==> src/inc/lfs_pkg.sv <==
`default_nettype none

package lfs_pkg;

   // System clock rate and the oscillator figures, in kHz.
   localparam int unsigned CLK_KHZ     = 100000;
   localparam int unsigned OSC_INT_KHZ = 350;
   localparam int unsigned OSC_MIN_KHZ = 100;
   localparam int unsigned OSC_MAX_KHZ = 700;

   // Oscillator periods in system clock cycles.
   localparam int unsigned OSC_INT_CYC = CLK_KHZ / OSC_INT_KHZ;
   localparam int unsigned OSC_MIN_CYC = (CLK_KHZ + OSC_MAX_KHZ - 1) / OSC_MAX_KHZ;
   localparam int unsigned OSC_MAX_CYC = CLK_KHZ / OSC_MIN_KHZ;
   localparam int unsigned OSC_PER_W   = 10;

   // Sleep entry delay as a count of oscillator periods.
   localparam int unsigned SLEEP_RATIO = 32768;

   // Fault blanking and open fault timeout, in oscillator periods.
   localparam int unsigned BLANK_RATIO = 1024;
   localparam int unsigned OPEN_RATIO  = 4096;

   // Delay of the phased clock output, in system clock cycles.
   localparam int unsigned PHASE_CYC = 64;

   // Number of asynchronous input bits passed through the synchroniser.
   localparam int unsigned SYNC_W = 13 + OSC_PER_W;

   // Reset values.
   localparam logic RST_LOW  = 1'b0;
   localparam logic RST_HIGH = 1'b1;

   // Oscillator source selection.
   typedef enum logic [1:0] {
      LFS_OSC_INT,
      LFS_OSC_RES,
      LFS_OSC_EXT
   } lfs_osc_mode_t;

endpackage : lfs_pkg

`default_nettype wire

==> src/rtl/lfs_supervisor.sv <==
// How it works
// - Enable low beyond the sleep delay enters sleep and shuts everything down except the phased clock output in external mode.
// - Sleep delay is 32,768 oscillator periods, scaling with oscillator frequency.
// - Gate is off while enable is low; high again resumes switching.
// - Oscillator runs internal, resistor-set or external, 100 to 700 kHz.
// - osc_mode other than resistor-set or external selects internal 350 kHz; the timing pin only clocks external mode.
// - Phased clock output runs at oscillator rate, delayed in phase.
// - Any fault releases one or both flags until removed or cleared.
// - Flags pull low for no fault and float for a fault.
// - Undervoltage, shorts and open LED force the gate low, per flag table.
// - Undercurrent, overtemperature, single short release general flag only, keep switching.
// - Output and string shorts stay latched until sleep or power cycle.
// - Open LED is latched, cleared by enable low, the open fault timeout or power cycle.
// - Fault detectors other than open LED are ignored during the blanking interval after start-up, though undervoltage still holds the gate low.
// - Open LED detection is never blanked and stops the gate immediately.
// - Undervoltage holds gate low, releases both flags, not latched.
// - Undercurrent releases general flag, clears as soon as indication clears.
// - Overtemperature releases general flag only, no limiting action.
// - Flag held low externally overrides the matching short or open LED gate disable, not the undervoltage one.
// - Open LED disable retries the gate after the open fault timeout.
`timescale 1ns/1ps
`default_nettype none

module lfs_supervisor
   import lfs_pkg::*;
#(
   parameter int unsigned SLEEP_TICKS = SLEEP_RATIO,
   parameter int unsigned BLANK_TICKS = BLANK_RATIO,
   parameter int unsigned OPEN_TICKS  = OPEN_RATIO
) (
   // Clock and reset.
   input  wire logic                 clock,
   input  wire logic                 rst,
   // Host enable pin.
   input  wire logic                 enable,
   // Oscillator source and timing.
   input  wire logic [1:0]           osc_mode,
   input  wire logic [OSC_PER_W-1:0] osc_res_period,
   input  wire logic                 timing_pin,
   output logic                      phased_clock_output,
   // Fault detector outputs.
   input  wire logic                 uv_det,
   input  wire logic                 out_short_det,
   input  wire logic                 string_short_det,
   input  wire logic                 open_led_det,
   input  wire logic                 under_current_det,
   input  wire logic                 over_temp_det,
   input  wire logic                 led_short_det,
   // Converter switching request and gate drive.
   input  wire logic                 switch_req,
   output logic                      gate_drive_output,
   output logic                      sleep_state,
   // Open-drain critical fault flag.
   input  wire logic                 critical_fault_flag_i,
   output logic                      critical_fault_flag_o,
   output logic                      critical_fault_flag_oe_n,
   // Open-drain general fault flag.
   input  wire logic                 general_fault_flag_i,
   output logic                      general_fault_flag_o,
   output logic                      general_fault_flag_oe_n
);

   localparam int SLW = $clog2(SLEEP_TICKS + 1);
   localparam int BLW = $clog2(BLANK_TICKS + 1);
   localparam int OPW = $clog2(OPEN_TICKS + 1);

   logic [SYNC_W-1:0]    sync1_r;
   logic [SYNC_W-1:0]    sync2_r;
   logic                 en_s, uv_s, osh_s, ssh_s, open_s, uc_s, ot_s, lsh_s;
   logic                 tpin_s, crit_in_s, gen_in_s;
   lfs_osc_mode_t        mode_s;
   logic [OSC_PER_W-1:0] res_s;
   logic [OSC_PER_W-1:0] period;
   logic [OSC_PER_W-1:0] per_cnt_r;
   logic                 tpin_d_r;
   logic                 osc_lvl, osc_tick;
   logic [PHASE_CYC-1:0] phase_r;
   logic [SLW-1:0]       sleep_cnt_r;
   logic                 sleep_r;
   logic [BLW-1:0]       blank_cnt_r;
   logic                 blank_done;
   logic                 short_lat_r, open_lat_r;
   logic [OPW-1:0]       open_cnt_r;
   logic                 open_expire;
   logic                 uv_act, crit_rel, gen_rel;
   logic                 crit_ovr, gen_ovr, gate_en;
   logic [3:0]           rel_d_r;

   ////////////////////////////////////////////////////////////////////////////
   // Input synchronisers.

   // Every pin and detector input except switch_req passes two flip-flops before use.
   always_ff @(posedge clock) begin
      if (rst) begin
         sync1_r <= '0;
         sync2_r <= '0;
      end else begin
         sync1_r <= {enable, uv_det, out_short_det, string_short_det, open_led_det,
                     under_current_det, over_temp_det, led_short_det, timing_pin,
                     critical_fault_flag_i, general_fault_flag_i, osc_mode,
                     osc_res_period};
         sync2_r <= sync1_r;
      end
   end

   // Unpack the synchronised vector.
   assign {en_s, uv_s, osh_s, ssh_s, open_s, uc_s, ot_s, lsh_s, tpin_s,
           crit_in_s, gen_in_s} = sync2_r[SYNC_W-1 -: 11];
   assign mode_s = lfs_osc_mode_t'(sync2_r[OSC_PER_W +: 2]);
   assign res_s  = sync2_r[OSC_PER_W-1:0];

   ////////////////////////////////////////////////////////////////////////////
   // Oscillator.

   // Internal source unless the resistor-set mode gives a clamped period.
   always_comb begin
      period = OSC_PER_W'(OSC_INT_CYC);
      if (mode_s == LFS_OSC_RES) begin
         if (res_s < OSC_PER_W'(OSC_MIN_CYC)) begin
            period = OSC_PER_W'(OSC_MIN_CYC);
         end else if (res_s > OSC_PER_W'(OSC_MAX_CYC)) begin
            period = OSC_PER_W'(OSC_MAX_CYC);
         end else begin
            period = res_s;
         end
      end
   end

   // Period counter for the internal and resistor-set sources.
   always_ff @(posedge clock) begin
      if (rst || sleep_r || per_cnt_r >= period - 1'b1) begin
         per_cnt_r <= '0;
      end else begin
         per_cnt_r <= per_cnt_r + 1'b1;
      end
   end

   // Delayed copy of the external clock for its rising edge.
   always_ff @(posedge clock) begin
      if (rst) begin
         tpin_d_r <= RST_LOW;
      end else begin
         tpin_d_r <= tpin_s;
      end
   end

   // One tick per oscillator period from the selected source.
   always_comb begin
      if (mode_s == LFS_OSC_EXT) begin
         osc_tick = tpin_s & ~tpin_d_r;
         osc_lvl  = tpin_s;
      end else begin
         osc_tick = (per_cnt_r == period - 1'b1) & ~sleep_r;
         osc_lvl  = (per_cnt_r < (period >> 1)) & ~sleep_r;
      end
   end

   // Phased clock output is the oscillator level shifted by a fixed delay.
   always_ff @(posedge clock) begin
      if (rst) begin
         phase_r <= '0;
      end else begin
         phase_r <= {phase_r[PHASE_CYC-2:0], osc_lvl};
      end
   end
   assign phased_clock_output = phase_r[PHASE_CYC-1];

   ////////////////////////////////////////////////////////////////////////////
   // Sleep timing.

   // Count oscillator periods while enable is low; expiry enters sleep.
   always_ff @(posedge clock) begin
      if (rst || en_s) begin
         sleep_cnt_r <= '0;
      end else if (!sleep_r && osc_tick) begin
         sleep_cnt_r <= sleep_cnt_r + 1'b1;
      end
   end

   // Sleep holds until enable returns high.
   always_ff @(posedge clock) begin
      if (rst || en_s) begin
         sleep_r <= RST_LOW;
      end else if (osc_tick && sleep_cnt_r == SLW'(SLEEP_TICKS - 1)) begin
         sleep_r <= RST_HIGH;
      end
   end
   assign sleep_state = sleep_r;

   ////////////////////////////////////////////////////////////////////////////
   // Fault blanking.

   // Blanking runs from reset or sleep exit; sleep restarts it.
   always_ff @(posedge clock) begin
      if (rst || sleep_r) begin
         blank_cnt_r <= '0;
      end else if (osc_tick && !blank_done) begin
         blank_cnt_r <= blank_cnt_r + 1'b1;
      end
   end
   assign blank_done = (blank_cnt_r == BLW'(BLANK_TICKS));

   ////////////////////////////////////////////////////////////////////////////
   // Fault latches.

   // Output and string shorts latch after blanking; only sleep clears them.
   always_ff @(posedge clock) begin
      if (rst) begin
         short_lat_r <= RST_LOW;
      end else if (blank_done && (osh_s || ssh_s)) begin
         short_lat_r <= RST_HIGH;
      end else if (sleep_r) begin
         short_lat_r <= RST_LOW;
      end
   end

   // Open LED latches unblanked; enable low or the timeout clears it for a two-cycle retry.
   always_ff @(posedge clock) begin
      if (rst) begin
         open_lat_r <= RST_LOW;
      end else if (open_s && en_s && !sleep_r && !open_expire) begin
         open_lat_r <= RST_HIGH;
      end else if (!en_s || open_expire) begin
         open_lat_r <= RST_LOW;
      end
   end

   // Open fault timeout counts oscillator periods while the latch is set.
   always_ff @(posedge clock) begin
      if (rst || !open_lat_r || sleep_r) begin
         open_cnt_r <= '0;
      end else if (osc_tick && !open_expire) begin
         open_cnt_r <= open_cnt_r + 1'b1;
      end
   end
   assign open_expire = (open_cnt_r == OPW'(OPEN_TICKS));

   ////////////////////////////////////////////////////////////////////////////
   // Flags and gate.

   // Flag releases per fault class.
   assign uv_act   = uv_s & blank_done;
   assign crit_rel = uv_act | short_lat_r;
   assign gen_rel  = uv_act | open_lat_r | (blank_done & (uc_s | ot_s | lsh_s));

   // An external party holding a released flag low overrides its latch disable, not undervoltage.
   assign crit_ovr = short_lat_r & rel_d_r[3] & ~crit_in_s;
   assign gen_ovr  = open_lat_r & rel_d_r[1] & ~gen_in_s;

   // Gate permission: enable, awake, no undervoltage, no unoverridden latch.
   assign gate_en = en_s & ~sleep_r & ~uv_s
                  & ~(short_lat_r & ~crit_ovr) & ~(open_lat_r & ~gen_ovr);

   // Registered gate drive follows the converter's switching request.
   always_ff @(posedge clock) begin
      if (rst) begin
         gate_drive_output <= RST_LOW;
      end else begin
         gate_drive_output <= gate_en & switch_req;
      end
   end

   // Open-drain flags; for the override the critical and the general release are both delayed two cycles to match the pin synchroniser.
   always_ff @(posedge clock) begin
      if (rst) begin
         critical_fault_flag_oe_n <= RST_LOW;
         general_fault_flag_oe_n  <= RST_LOW;
         rel_d_r                  <= '0;
      end else begin
         critical_fault_flag_oe_n <= crit_rel & ~sleep_r;
         general_fault_flag_oe_n  <= gen_rel & ~sleep_r;
         rel_d_r <= {rel_d_r[2], critical_fault_flag_oe_n, rel_d_r[0], general_fault_flag_oe_n};
      end
   end
   assign critical_fault_flag_o = RST_LOW;
   assign general_fault_flag_o  = RST_LOW;
endmodule // lfs_supervisor

`default_nettype wire

==> config.mk <==
export PLATFORM = sky130hd
export DESIGN_NAME = lfs_supervisor
export DESIGN_NICKNAME = d
export VERILOG_FILES = /design/src/inc/lfs_pkg.sv /design/src/rtl/lfs_supervisor.sv
export SDC_FILE = /design/constraint.sdc
export NUM_CORES = 1
export LEC_CHECK = 0
export BUFFER_PORTS_ARGS = -buffer_cell sky130_fd_sc_hd__buf_2
export CAP_MARGIN = 40
export CORE_ASPECT_RATIO = 1.25
export CORE_MARGIN = 10
export CORE_UTILIZATION = 55
export DETAILED_ROUTE_END_ITERATION = 8
export GPL_ROUTABILITY_DRIVEN = 0
export PLACE_DENSITY_LB_ADDON = 0.12
export SYNTH_ARGS = -nofsm -noshare
export SYNTH_HDL_FRONTEND = slang
export SYNTH_SLANG_ARGS = --single-unit
==> constraint.sdc <==
create_clock -name clock -period 7.9 [get_ports clock]
set_input_delay 0.395 -clock clock [delete_from_list [all_inputs] [get_ports clock]]
set_output_delay 0.395 -clock clock [all_outputs]
set_load 0.01 [all_outputs]
==> Word-level counts from Yosys, hierarchy flattened <==
Cells that the tools add are included.
{ "totals": {"wordCells": 93, "reg_bits": 171, "input_bits": 26, "output_inout_bits": 7} }
{ "classes": {"n_reduce_logical": 22, "bitwise": 32, "add_sub_neg": 5, "muxes": 9, "eq_ne": 6, "order_cmp": 4} }
{ "ops": {"columns": ["cell", "count"], "rows": [
  ["10-bit 2-to-1 mux", 3],
  ["1-bit bitwise AND", 18],
  ["16-bit by 1-bit adder with 16-bit output, second input constant", 1],
  ["16-bit by 15-bit equality test with 1-bit output, second input constant", 1],
  ["13-bit by 1-bit adder with 13-bit output, second input constant", 1],
  ["13-bit equality test, second input constant", 1],
  ["11-bit by 1-bit adder with 11-bit output, second input constant", 1],
  ["11-bit equality test, second input constant", 1],
  ["10-bit by 1-bit adder with 10-bit output, second input constant", 1],
  ["10-bit equality test", 1],
  ["10-bit greater-or-equal comparator", 1],
  ["10-bit > comparator, second input constant", 1],
  ["10-bit by 8-bit < comparator with 1-bit output, second input constant", 1],
  ["10-bit by 9-bit < comparator with 1-bit output", 1],
  ["10-bit by 1-bit subtractor with 10-bit output, second input constant", 1],
  ["1-bit NOT", 9],
  ["1-bit logical AND", 8],
  ["1-bit logical OR", 7],
  ["1-bit 2-to-1 mux", 6],
  ["1-bit logical NOT", 5],
  ["1-bit bitwise OR", 5],
  ["2-bit nonzero test", 2],
  ["2-bit by 1-bit equality test with 1-bit output, second input constant", 1],
  ["2-bit equality test, second input constant", 1]
]} }

==> Logic depth before layout (Yosys ltp) <==
Gate-level depths: netlist of the first run.
{ "logic_depth": {"word_depth": 9, "mapped_depth": 18} }

==> Worst setup path before layout of the first run <==
Ideal clock, no wire load.
{ "synth_path": {"kind": "register to register", "start": "reg sync2_r[5]", "end": "reg blank_cnt_r[3]", "path_buffers": 2, "path_slack_ps": 4564, "arrival_ps": 3208, "setup_time_ps": 128, "required_ps": 7772, "stages_incl_launch_ff": 18, "cell_sequence": "dfxtp_1 nor3_1 a21boi_0 o21ai_1 a21oi_1 ha_1 nand2_1 a211oi_1 nand2_1 a21o_1 ha_1 and3_1 and4bb_1 buf_6 buf_4 o2111ai_1 xor2_1 nor2_1"} }
{ "synth_between": {"elab_chain_len": 9, "elab_cells_between_ends": 10} }
{ "synth_rtl": {"columns": ["element", "line", "text"], "rows": [
  ["from (decl)", "lfs_supervisor.sv:68", "logic [SYNC_W-1:0] sync2_r;"],
  ["from (signal assigned)", "lfs_supervisor.sv:102", "sync2_r <= sync1_r;"],
  ["10-bit > comparator", "lfs_supervisor.sv:121", "end else if (res_s > OSC_PER_W'(OSC_MAX_CYC)) begin"],
  ["10-bit 2-to-1 mux", "lfs_supervisor.sv:121", null],
  ["10-bit 2-to-1 mux *", "lfs_supervisor.sv:119", "if (res_s < OSC_PER_W'(OSC_MIN_CYC)) begin"],
  ["10-bit 2-to-1 mux *", "lfs_supervisor.sv:118", "if (mode_s == LFS_OSC_RES) begin"],
  ["10-bit by 1-bit subtractor with 10-bit output *", "lfs_supervisor.sv:153", "osc_tick = (per_cnt_r == period - 1'b1) & ~sleep_r;"],
  ["10-bit equality test *", "lfs_supervisor.sv:153", null],
  ["1-bit bitwise AND *", "lfs_supervisor.sv:153", null],
  ["1-bit 2-to-1 mux *", "lfs_supervisor.sv:149", "if (mode_s == LFS_OSC_EXT) begin"],
  ["1-bit logical AND *", "lfs_supervisor.sv:197", "end else if (osc_tick && !blank_done) begin"],
  ["to (signal assigned)", "lfs_supervisor.sv:198", "blank_cnt_r <= blank_cnt_r + 1'b1;"],
  ["to (decl)", "lfs_supervisor.sv:80", "logic [BLW-1:0] blank_cnt_r;"]
]} }
Every way passes the cells marked *; elsewhere a longest branch is shown, timed or not.
A chain may end at the register's enable or synchronous reset.

==> Final worst setup path of the first run <==
{ "layout_path": {"start": "reg sync2_r[5]", "end": "reg open_cnt_r[2]"} }
{ "layout_between": {"elab_chain_len": 9, "elab_cells_between_ends": 10} }
{ "layout_rtl": {"columns": ["element", "line", "text"], "rows": [
  ["10-bit > comparator", "lfs_supervisor.sv:121", null],
  ["10-bit 2-to-1 mux", "lfs_supervisor.sv:121", null],
  ["10-bit 2-to-1 mux *", "lfs_supervisor.sv:119", null],
  ["10-bit 2-to-1 mux *", "lfs_supervisor.sv:118", null],
  ["10-bit by 1-bit subtractor with 10-bit output *", "lfs_supervisor.sv:153", null],
  ["10-bit equality test *", "lfs_supervisor.sv:153", null],
  ["1-bit bitwise AND *", "lfs_supervisor.sv:153", null],
  ["1-bit 2-to-1 mux *", "lfs_supervisor.sv:149", null],
  ["1-bit logical AND *", "lfs_supervisor.sv:232", "end else if (osc_tick && !open_expire) begin"],
  ["to (signal assigned)", "lfs_supervisor.sv:233", "open_cnt_r <= open_cnt_r + 1'b1;"],
  ["to (decl)", "lfs_supervisor.sv:83", "logic [OPW-1:0] open_cnt_r;"]
]} }
Marked as above.

==> results of run 1 <==
power by group:
group,leakage [nW],switching (mW),internal [mW]
clock network,0.313,0.353,0.537
logic,1.22,0.0293,0.0229
registers,1.39,0.00790,0.876
final timing paths:
kind | from | endpoint | cells after the start
hold reg to reg | phase_r[62] | phase_r[63] | 1
setup reg to reg | sync2_r[5] | open_cnt_r[2] | 16
hold / removal | osc_res_period[3] | sync1_r[3] | 2
setup / recovery | sync2_r[5] | open_cnt_r[2] | 16
state kept, by name, indices dropped and copies added, names as in the netlist:
register and flops:
blank_cnt_r 11, critical_fault_flag_oe_n 1, gate_drive_output 1, general_fault_flag_oe_n 1, open_cnt_r 13, open_lat_r 1
per_cnt_r 10, phase_r 64, rel_d_r 4, short_lat_r 1, sleep_cnt_r 16, sleep_state 1
sync1_r 23, sync2_r 23, tpin_d_r 1
through the flow:
stage	utilization [%]	hold WS, ns	std cells	worst slack [ns]
6_report	63.74	0.1730	818	3.685
5_1_grt	63.74	0.1686	818	3.205
4_1_cts	63.74	0.1600	818	3.721
3_5_place_dp	58.26	0.4204	786	3.729
3_3_place_gp	58.02	0.4160	785	3.510
2_1_floorplan	-	0.4138	641	4.564
layout by cell type (no fill, tap or decap), drive strengths merged, types with 7 or more instances in the layout:
| master | instances |
|---|---|
| or3 | 7 |
| clkbuf | 17 |
| xor2 | 35 |
| o21ai | 24 |
| buf | 33 |
| nor3 | 7 |
| nor2 | 53 |
| a21oi | 18 |
| nor4 | 7 |
| dfxtp | 171 |
| o2111ai | 15 |
| and4 | 11 |
| nand4 | 9 |
| ha | 25 |
| nand3 | 12 |
| inv | 15 |
| nand2 | 26 |
| nor2b | 118 |
cell families (layout without fill, tap and decap cells):
kind of cell | count (synthesis) | count (layout) | share of synthesized area, %
and+or+nand+nor | 283 | 283 | 25.24
DFF | 171 | 171 | 52.92
AOI/OAI and AO/OA | 83 | 83 | 8.762
xor gates and xnor gates | 41 | 41 | 5.551
buffers and inverters | 34 | 73 | 2.321
adders and majority gates | 25 | 25 | 4.836
muxes | 2 | 2 | 0.3095
other | 1 | 2 | 0.05797
worst max-delay path: stages (launching register included):
cell and delay (ns):
dfxtp_1 0.48, nor3_1 0.09, a21boi_0 0.33, o21ai_1 0.23
a21oi_1 0.28, ha_1 0.24, nand2_1 0.10, a211oi_1 0.27
nand2_1 0.10, a21o_1 0.16, ha_1 0.30, and3_1 0.16
and4bb_1 0.54, buf_16 0.22, o21ai_1 0.16, or3_1 0.34
a21oi_1 0.14
metal layers:
metal  wire length, um  vias up  global-route usage (%)
met3               484       17                   5.148
li1                  -     2248                       -
met5                 0        -                       0
met2              5475       77                   23.88
met4               191        0                   5.737
met1              5566     2038                   19.21
area by class of cell:
type | instances | area [um2]
Clock inverter | 15 | 209.0
Multi-Input combinational cell | 436 | 2914
Fill cell | 960 | 4192
Clock buffer | 17 | 425.4
Timing Repair Buffer | 33 | 195.2
Inverter | 8 | 30.03
Sequential cell | 171 | 3423
Tap cell | 138 | 172.7
==> results_dict.tcl, run 1 <==
set metrics [dict create \
    start_kind "register" \
    firstDrtPassIters 5 \
    synth_commonest_cells "171 x dfxtp_1, 118 x nor2b_1, 53 x nor2_1" \
    grt_usage_pct 15.35 \
    antenna_cells 0 \
    cts_tree "built" \
    overflow 0 \
    cts_hold_buffers 0 \
    wire_per_inst_um 14.32 \
    cts_resized 0 \
    cts_setup_buffers 0 \
    cp.arrival_ns 4.56 \
    synth_flop_cell "dfxtp_1" \
    ys_seq_area_share_pct 52.92 \
    synthDominantCellAreaShare_pct 52.92 \
    setup-violations-final 0 \
    synth_area_per_cell_um2 10.11 \
    endpoint_kind "register" \
    crit_required_ns 8.25 \
    p_per_area_nw_per_um2 247.7 \
    core_region_area_um2 11560 \
    htreeDepth 4 \
    clock_latency_ns 0.42 \
    slew_viol_final 0 \
    yosysTopAreaCell "dfxtp_1" \
    dp_hpwl_um 7972 \
    status "complete, no violations" \
    post-route-period-util_pct 53.35 \
    tns_ns 0 \
    cts_max_path_buffers 2 \
    viasPerCell 5.355 \
    path_max_fanout 23 \
    io_buffers 30 \
    synth_edf_count 0 \
    drc_errors 0 \
    ys_types 53 \
    num_io_pins 33 \
    antenna_left 0 \
    cts_sinks 171 \
    floorplan.initialDensity_pct 55.95 \
    hold_viol_final 0 \
    cts-buffers-inserted 17 \
    crit_type "register to register" \
    die_w_um 117 \
    area_growth_pct 13.93 \
    grt_pass1_wl_um 20510 \
    die-area_um2 16530 \
    clockRootBuffer "clkbuf_16" \
    cts.reportedPaths.clkPinSlew_ns 0.07 \
    grt_pass1_vias 4410 \
    r2r_setup_slack_ns 3.69 \
    ys_ff_latch 171 \
    worst_clock_skew_ns 0.01021 \
    die_y_um 141.3 \
    synth_area_um2 6469 \
    synth_area_leaders "dfxtp_1 53%, nor2b_1 11%, ha_1 4.8%" \
    fmax_ghz 0.2373 \
    wirelength_um 11720 \
    antenna_found_initial 0 \
    via_count 4380 \
    stdcell_area_um2 7370 \
    grt_max_degree 77 \
    leakage_nw 2.917 \
    yosysWarnings 0 \
    layout.nets 718 \
    cap_violations 0 \
    fin_crit_ns 4.215 \
    max_slew_margin_pct 50.23 \
    hp-class "input pin to register" \
    num_rows 44 \
    async_flop_share_pct 0 \
    syn_inst 640 \
    worst_pin_slew_ns 0.7415 \
    ir_worst_vdd_uv 239.2 \
    rsz0062_at_grt "false" \
    power_mw 1.825 \
    drive_above_1_share_pct 11.18 \
    yosysMostFrequentCell "dfxtp_1" \
    drtIter0Drc 199 \
    dpl_cell_area_um2 6735 \
]
No activity file was read; power rests on OpenSTA's default activity.
==> inputs of run 2 (changes only) <==
- ABC_AREA: unset -> 1
- clock period: 7.9 -> 3.9 ns (I/O delays scaled with it)
==> results_dict.tcl, run 2 <==
set metrics [dict create \
    io_buffers 30 \
    pwr-share-clk_pct 46.5 \
    start_kind "register" \
    critPathTopFamily "simple AND/OR/NAND/NOR gates" \
    firstDrtPassIters 6 \
    num_io_pins 33 \
    cts_tree "built" \
    ys_types 39 \
    cts.reportedPaths.clkPinSlew_ns 0.07 \
    cap_violations 0 \
    clock_latency_ns 0.43 \
    leakage_nw 3.297 \
    stdcell_area_um2 7968 \
    worst_clock_skew_ns 0.004770 \
    max_stage_delay_ns 0.37 \
    tns_ns 0 \
    grt_pass1_wl_um 22350 \
    yosysMostFrequentCell "inv_1" \
    cp.arrival_ns 3.76 \
    clockRootBuffer "clkbuf_16" \
    path_max_fanout 15 \
    via_count 5397 \
    post-route-period-util_pct 88.42 \
    multi_input_area_um2 2608 \
    fillers 1046 \
    p_per_area_nw_per_um2 450.8 \
    grt_max_degree 75 \
    cp_num_buf_inv 2 \
    rsz0062_at_grt "false" \
    power_frac_seq_pct 49.7 \
    htreeDepth 4 \
    switching_power_mw 0.8455 \
    synth_area_um2 6840 \
    num_rows 45 \
    largest_reg_flops 64 \
    die_y_um 144.7 \
    synth_commonest_cells "181 x inv_1, 171 x dfxtp_1, 170 x nor2_1" \
    crit_top_cell "nand2_1" \
    ys_ff_latch 171 \
    synth_edf_count 0 \
    synthDominantCellAreaShare_pct 50.05 \
    mostFrequentLayoutCells "181 x inv_1, 171 x dfxtp_1, 170 x nor2_1" \
    grt_usage_pct 15.60 \
    cp.depth 21 \
    hp-class "input pin to register" \
    drc_errors 0 \
    status "complete, no violations" \
    area_growth_pct 16.48 \
    layout_commonest_cell "inv_1" \
    antenna_cells 0 \
    cts_max_path_buffers 2 \
    synth_area_per_cell_um2 7.694 \
    slew_viol_final 0 \
    crit_type "register to register" \
    min_path_cells 3 \
    dp.cells 1064 \
    yosysTopAreaCell "dfxtp_1" \
    hold_viol_final 0 \
    fmax_ghz 0.2900 \
    antenna_found_initial 0 \
    synth_area_leaders "dfxtp_1 50%, inv_1 9.9%, nor2_1 9.3%" \
    cts-buffers-inserted 17 \
    setup-violations-final 0 \
    fin_crit_ns 3.449 \
    regMostFlops "phase_r" \
    wire_per_inst_um 11.36 \
    crit_path_top_delay_cell "dfxtp_1" \
    p_int_mw 2.746 \
    drtIter0Drc 322 \
    worst_pin_slew_ns 0.6971 \
    worstRegToRegCells 21 \
    grt_pass1_vias 5232 \
    core_region_area_um2 12160 \
    floorplan.initialDensity_pct 56.24 \
    endpoint_kind "register" \
    viasPerCell 4.823 \
    layout.nets 993 \
    synth_flop_cell "dfxtp_1" \
    async_flop_share_pct 0 \
    dpl_cell_area_um2 7132 \
    switching_share_pct 23.54 \
    reg_top3 "phase_r (64), sync1_r (23), sync2_r (23)" \
    dp_hpwl_um 8928 \
    ir_worst_vdd_uv 402.6 \
    max_slew_margin_pct 53.36 \
    die_w_um 119.7 \
    fin_cells 1119 \
    ff_latch_area_um2 3423 \
    worstPathCellList "nand2_1 > nor2_1 > nand3_1 > nand2_2 > nand2_1 > a21oi_1 > ha_1 > nand2_2 > nor2_4 > xor2_1 > inv_1 > ha_1 > nand2_1 > nor2_2 > nand4_2 > o21ai_4 > nand2_2 > inv_2 > nand2_1 > o21bai_1 > a21boi_1" \
    hold_ws_ns 0.05651 \
    combinationalPowerShare_pct 3.7 \
    drive_above_1_share_pct 8.377 \
    wirelength_um 12710 \
    antenna_left 0 \
    ys_seq_area_share_pct 50.05 \
    syn_inst 889 \
    cts_sinks 171 \
    die-area_um2 17330 \
    overflow 0 \
    crit_required_ns 4.21 \
    yosysWarnings 0 \
]
## run 2: cell types whose count changed in the layout (fill, tap and decap cells not counted), moves of 7 or more
| cell | change |
|---|---|
| a21oi_1 | +28 |
| and4_1 | -11 |
| dlygate4sd3_1 | +23 |
| inv_1 | +173 |
| nand2_1 | +93 |
| nand3_1 | +23 |
| nor2_1 | +117 |
| nor2b_1 | -118 |
| nor3_1 | +8 |
| o2111ai_1 | -14 |
| or3_1 | -7 |
| xor2_1 | -15 |
## run 2: worst reg2reg max path, delay by kind of cell, from the launching register on
family	cells	cell delay [ns]
AOI/OAI and AO/OA	4	0.63
xor gates and xnor gates	1	0.15
adders and majority gates	2	0.49
buffers and inverters	2	0.32
DFF	1	0.37
and+or+nand+nor	12	1.38
## run 2: through the flow
stage               worst slack, ns  total power [mW]  util [%]
floorplan                     1.003             1.905         -
global placement             0.5564             1.935     58.42
detailed placement           0.4144             1.943     58.64
CTS                          0.3665             3.631     65.45
global route                0.03665             3.726     65.51
finish                       0.4515             3.592     65.51
## run 2: worst paths after layout
| kind | start | endpoint | slack (ns) |
|---|---|---|---|
| hold / removal | switch_req | gate_drive_output | 0.06 |
| hold reg to reg | sync1_r[16] | sync2_r[16] | 0.40 |
| setup reg to reg | sync2_r[0] | sleep_cnt_r[4] | 0.45 |
| setup / recovery | sync2_r[0] | sleep_cnt_r[4] | 0.45 |
## run 2: layer usage
layer | vias up | global-route usage [%] | share of wire [%]
met5 | - | 0 | 0
met4 | 0 | 8.333 | 1.9
met3 | 23 | 4.147 | 3.6
met2 | 92 | 27.09 | 51
met1 | 2477 | 17.13 | 43
li1 | 2805 | - | -
## run 2: final cells by class
class	count	share of cell area (%)
flip-flops and latches	171	42.96
inverters	186	8.794
clock inverters	15	2.167
well taps	164	2.575
clock buffers	17	5.339
multi-input cells	509	32.73
repair buffers	57	5.433
## run 2: logic make-up (layout without fill, tap and decap cells)
| family | count (synthesis) | in the layout | share of synthesized area [%] |
|---|---|---|---|
| other | 1 | 2 | 0.05482 |
| AND/OR/NAND/NOR | 377 | 377 | 23.38 |
| flip-flops | 171 | 171 | 50.05 |
| XOR/XNOR | 29 | 29 | 3.713 |
| buffers and inverters | 210 | 275 | 11.96 |
| AO/OA/AOI/OAI | 76 | 76 | 6.274 |
| adder cells (fa/ha/maj) | 25 | 25 | 4.573 |
## run 2: power groups by stage
stage          clock network [mW]  logic [mW]  registers, mW
2_1_floorplan                   0      0.0818           1.82
3_3_place_gp                    0       0.109           1.83
3_5_place_dp                    0       0.116           1.83
4_1_cts                      1.71       0.135           1.79
5_1_grt                      1.78       0.156           1.79
6_report                     1.67       0.134           1.79
## run 2: what timing repair did
| action | CTS | global route |
|---|---|---|
| setup endpoints to repair | 0 | 3 |
| hold buffers | 23 | 0 |
| setup buffers | 0 | 0 |
| hold endpoints to repair | 23 | 0 |
| gates resized for setup | 0 | 2 |
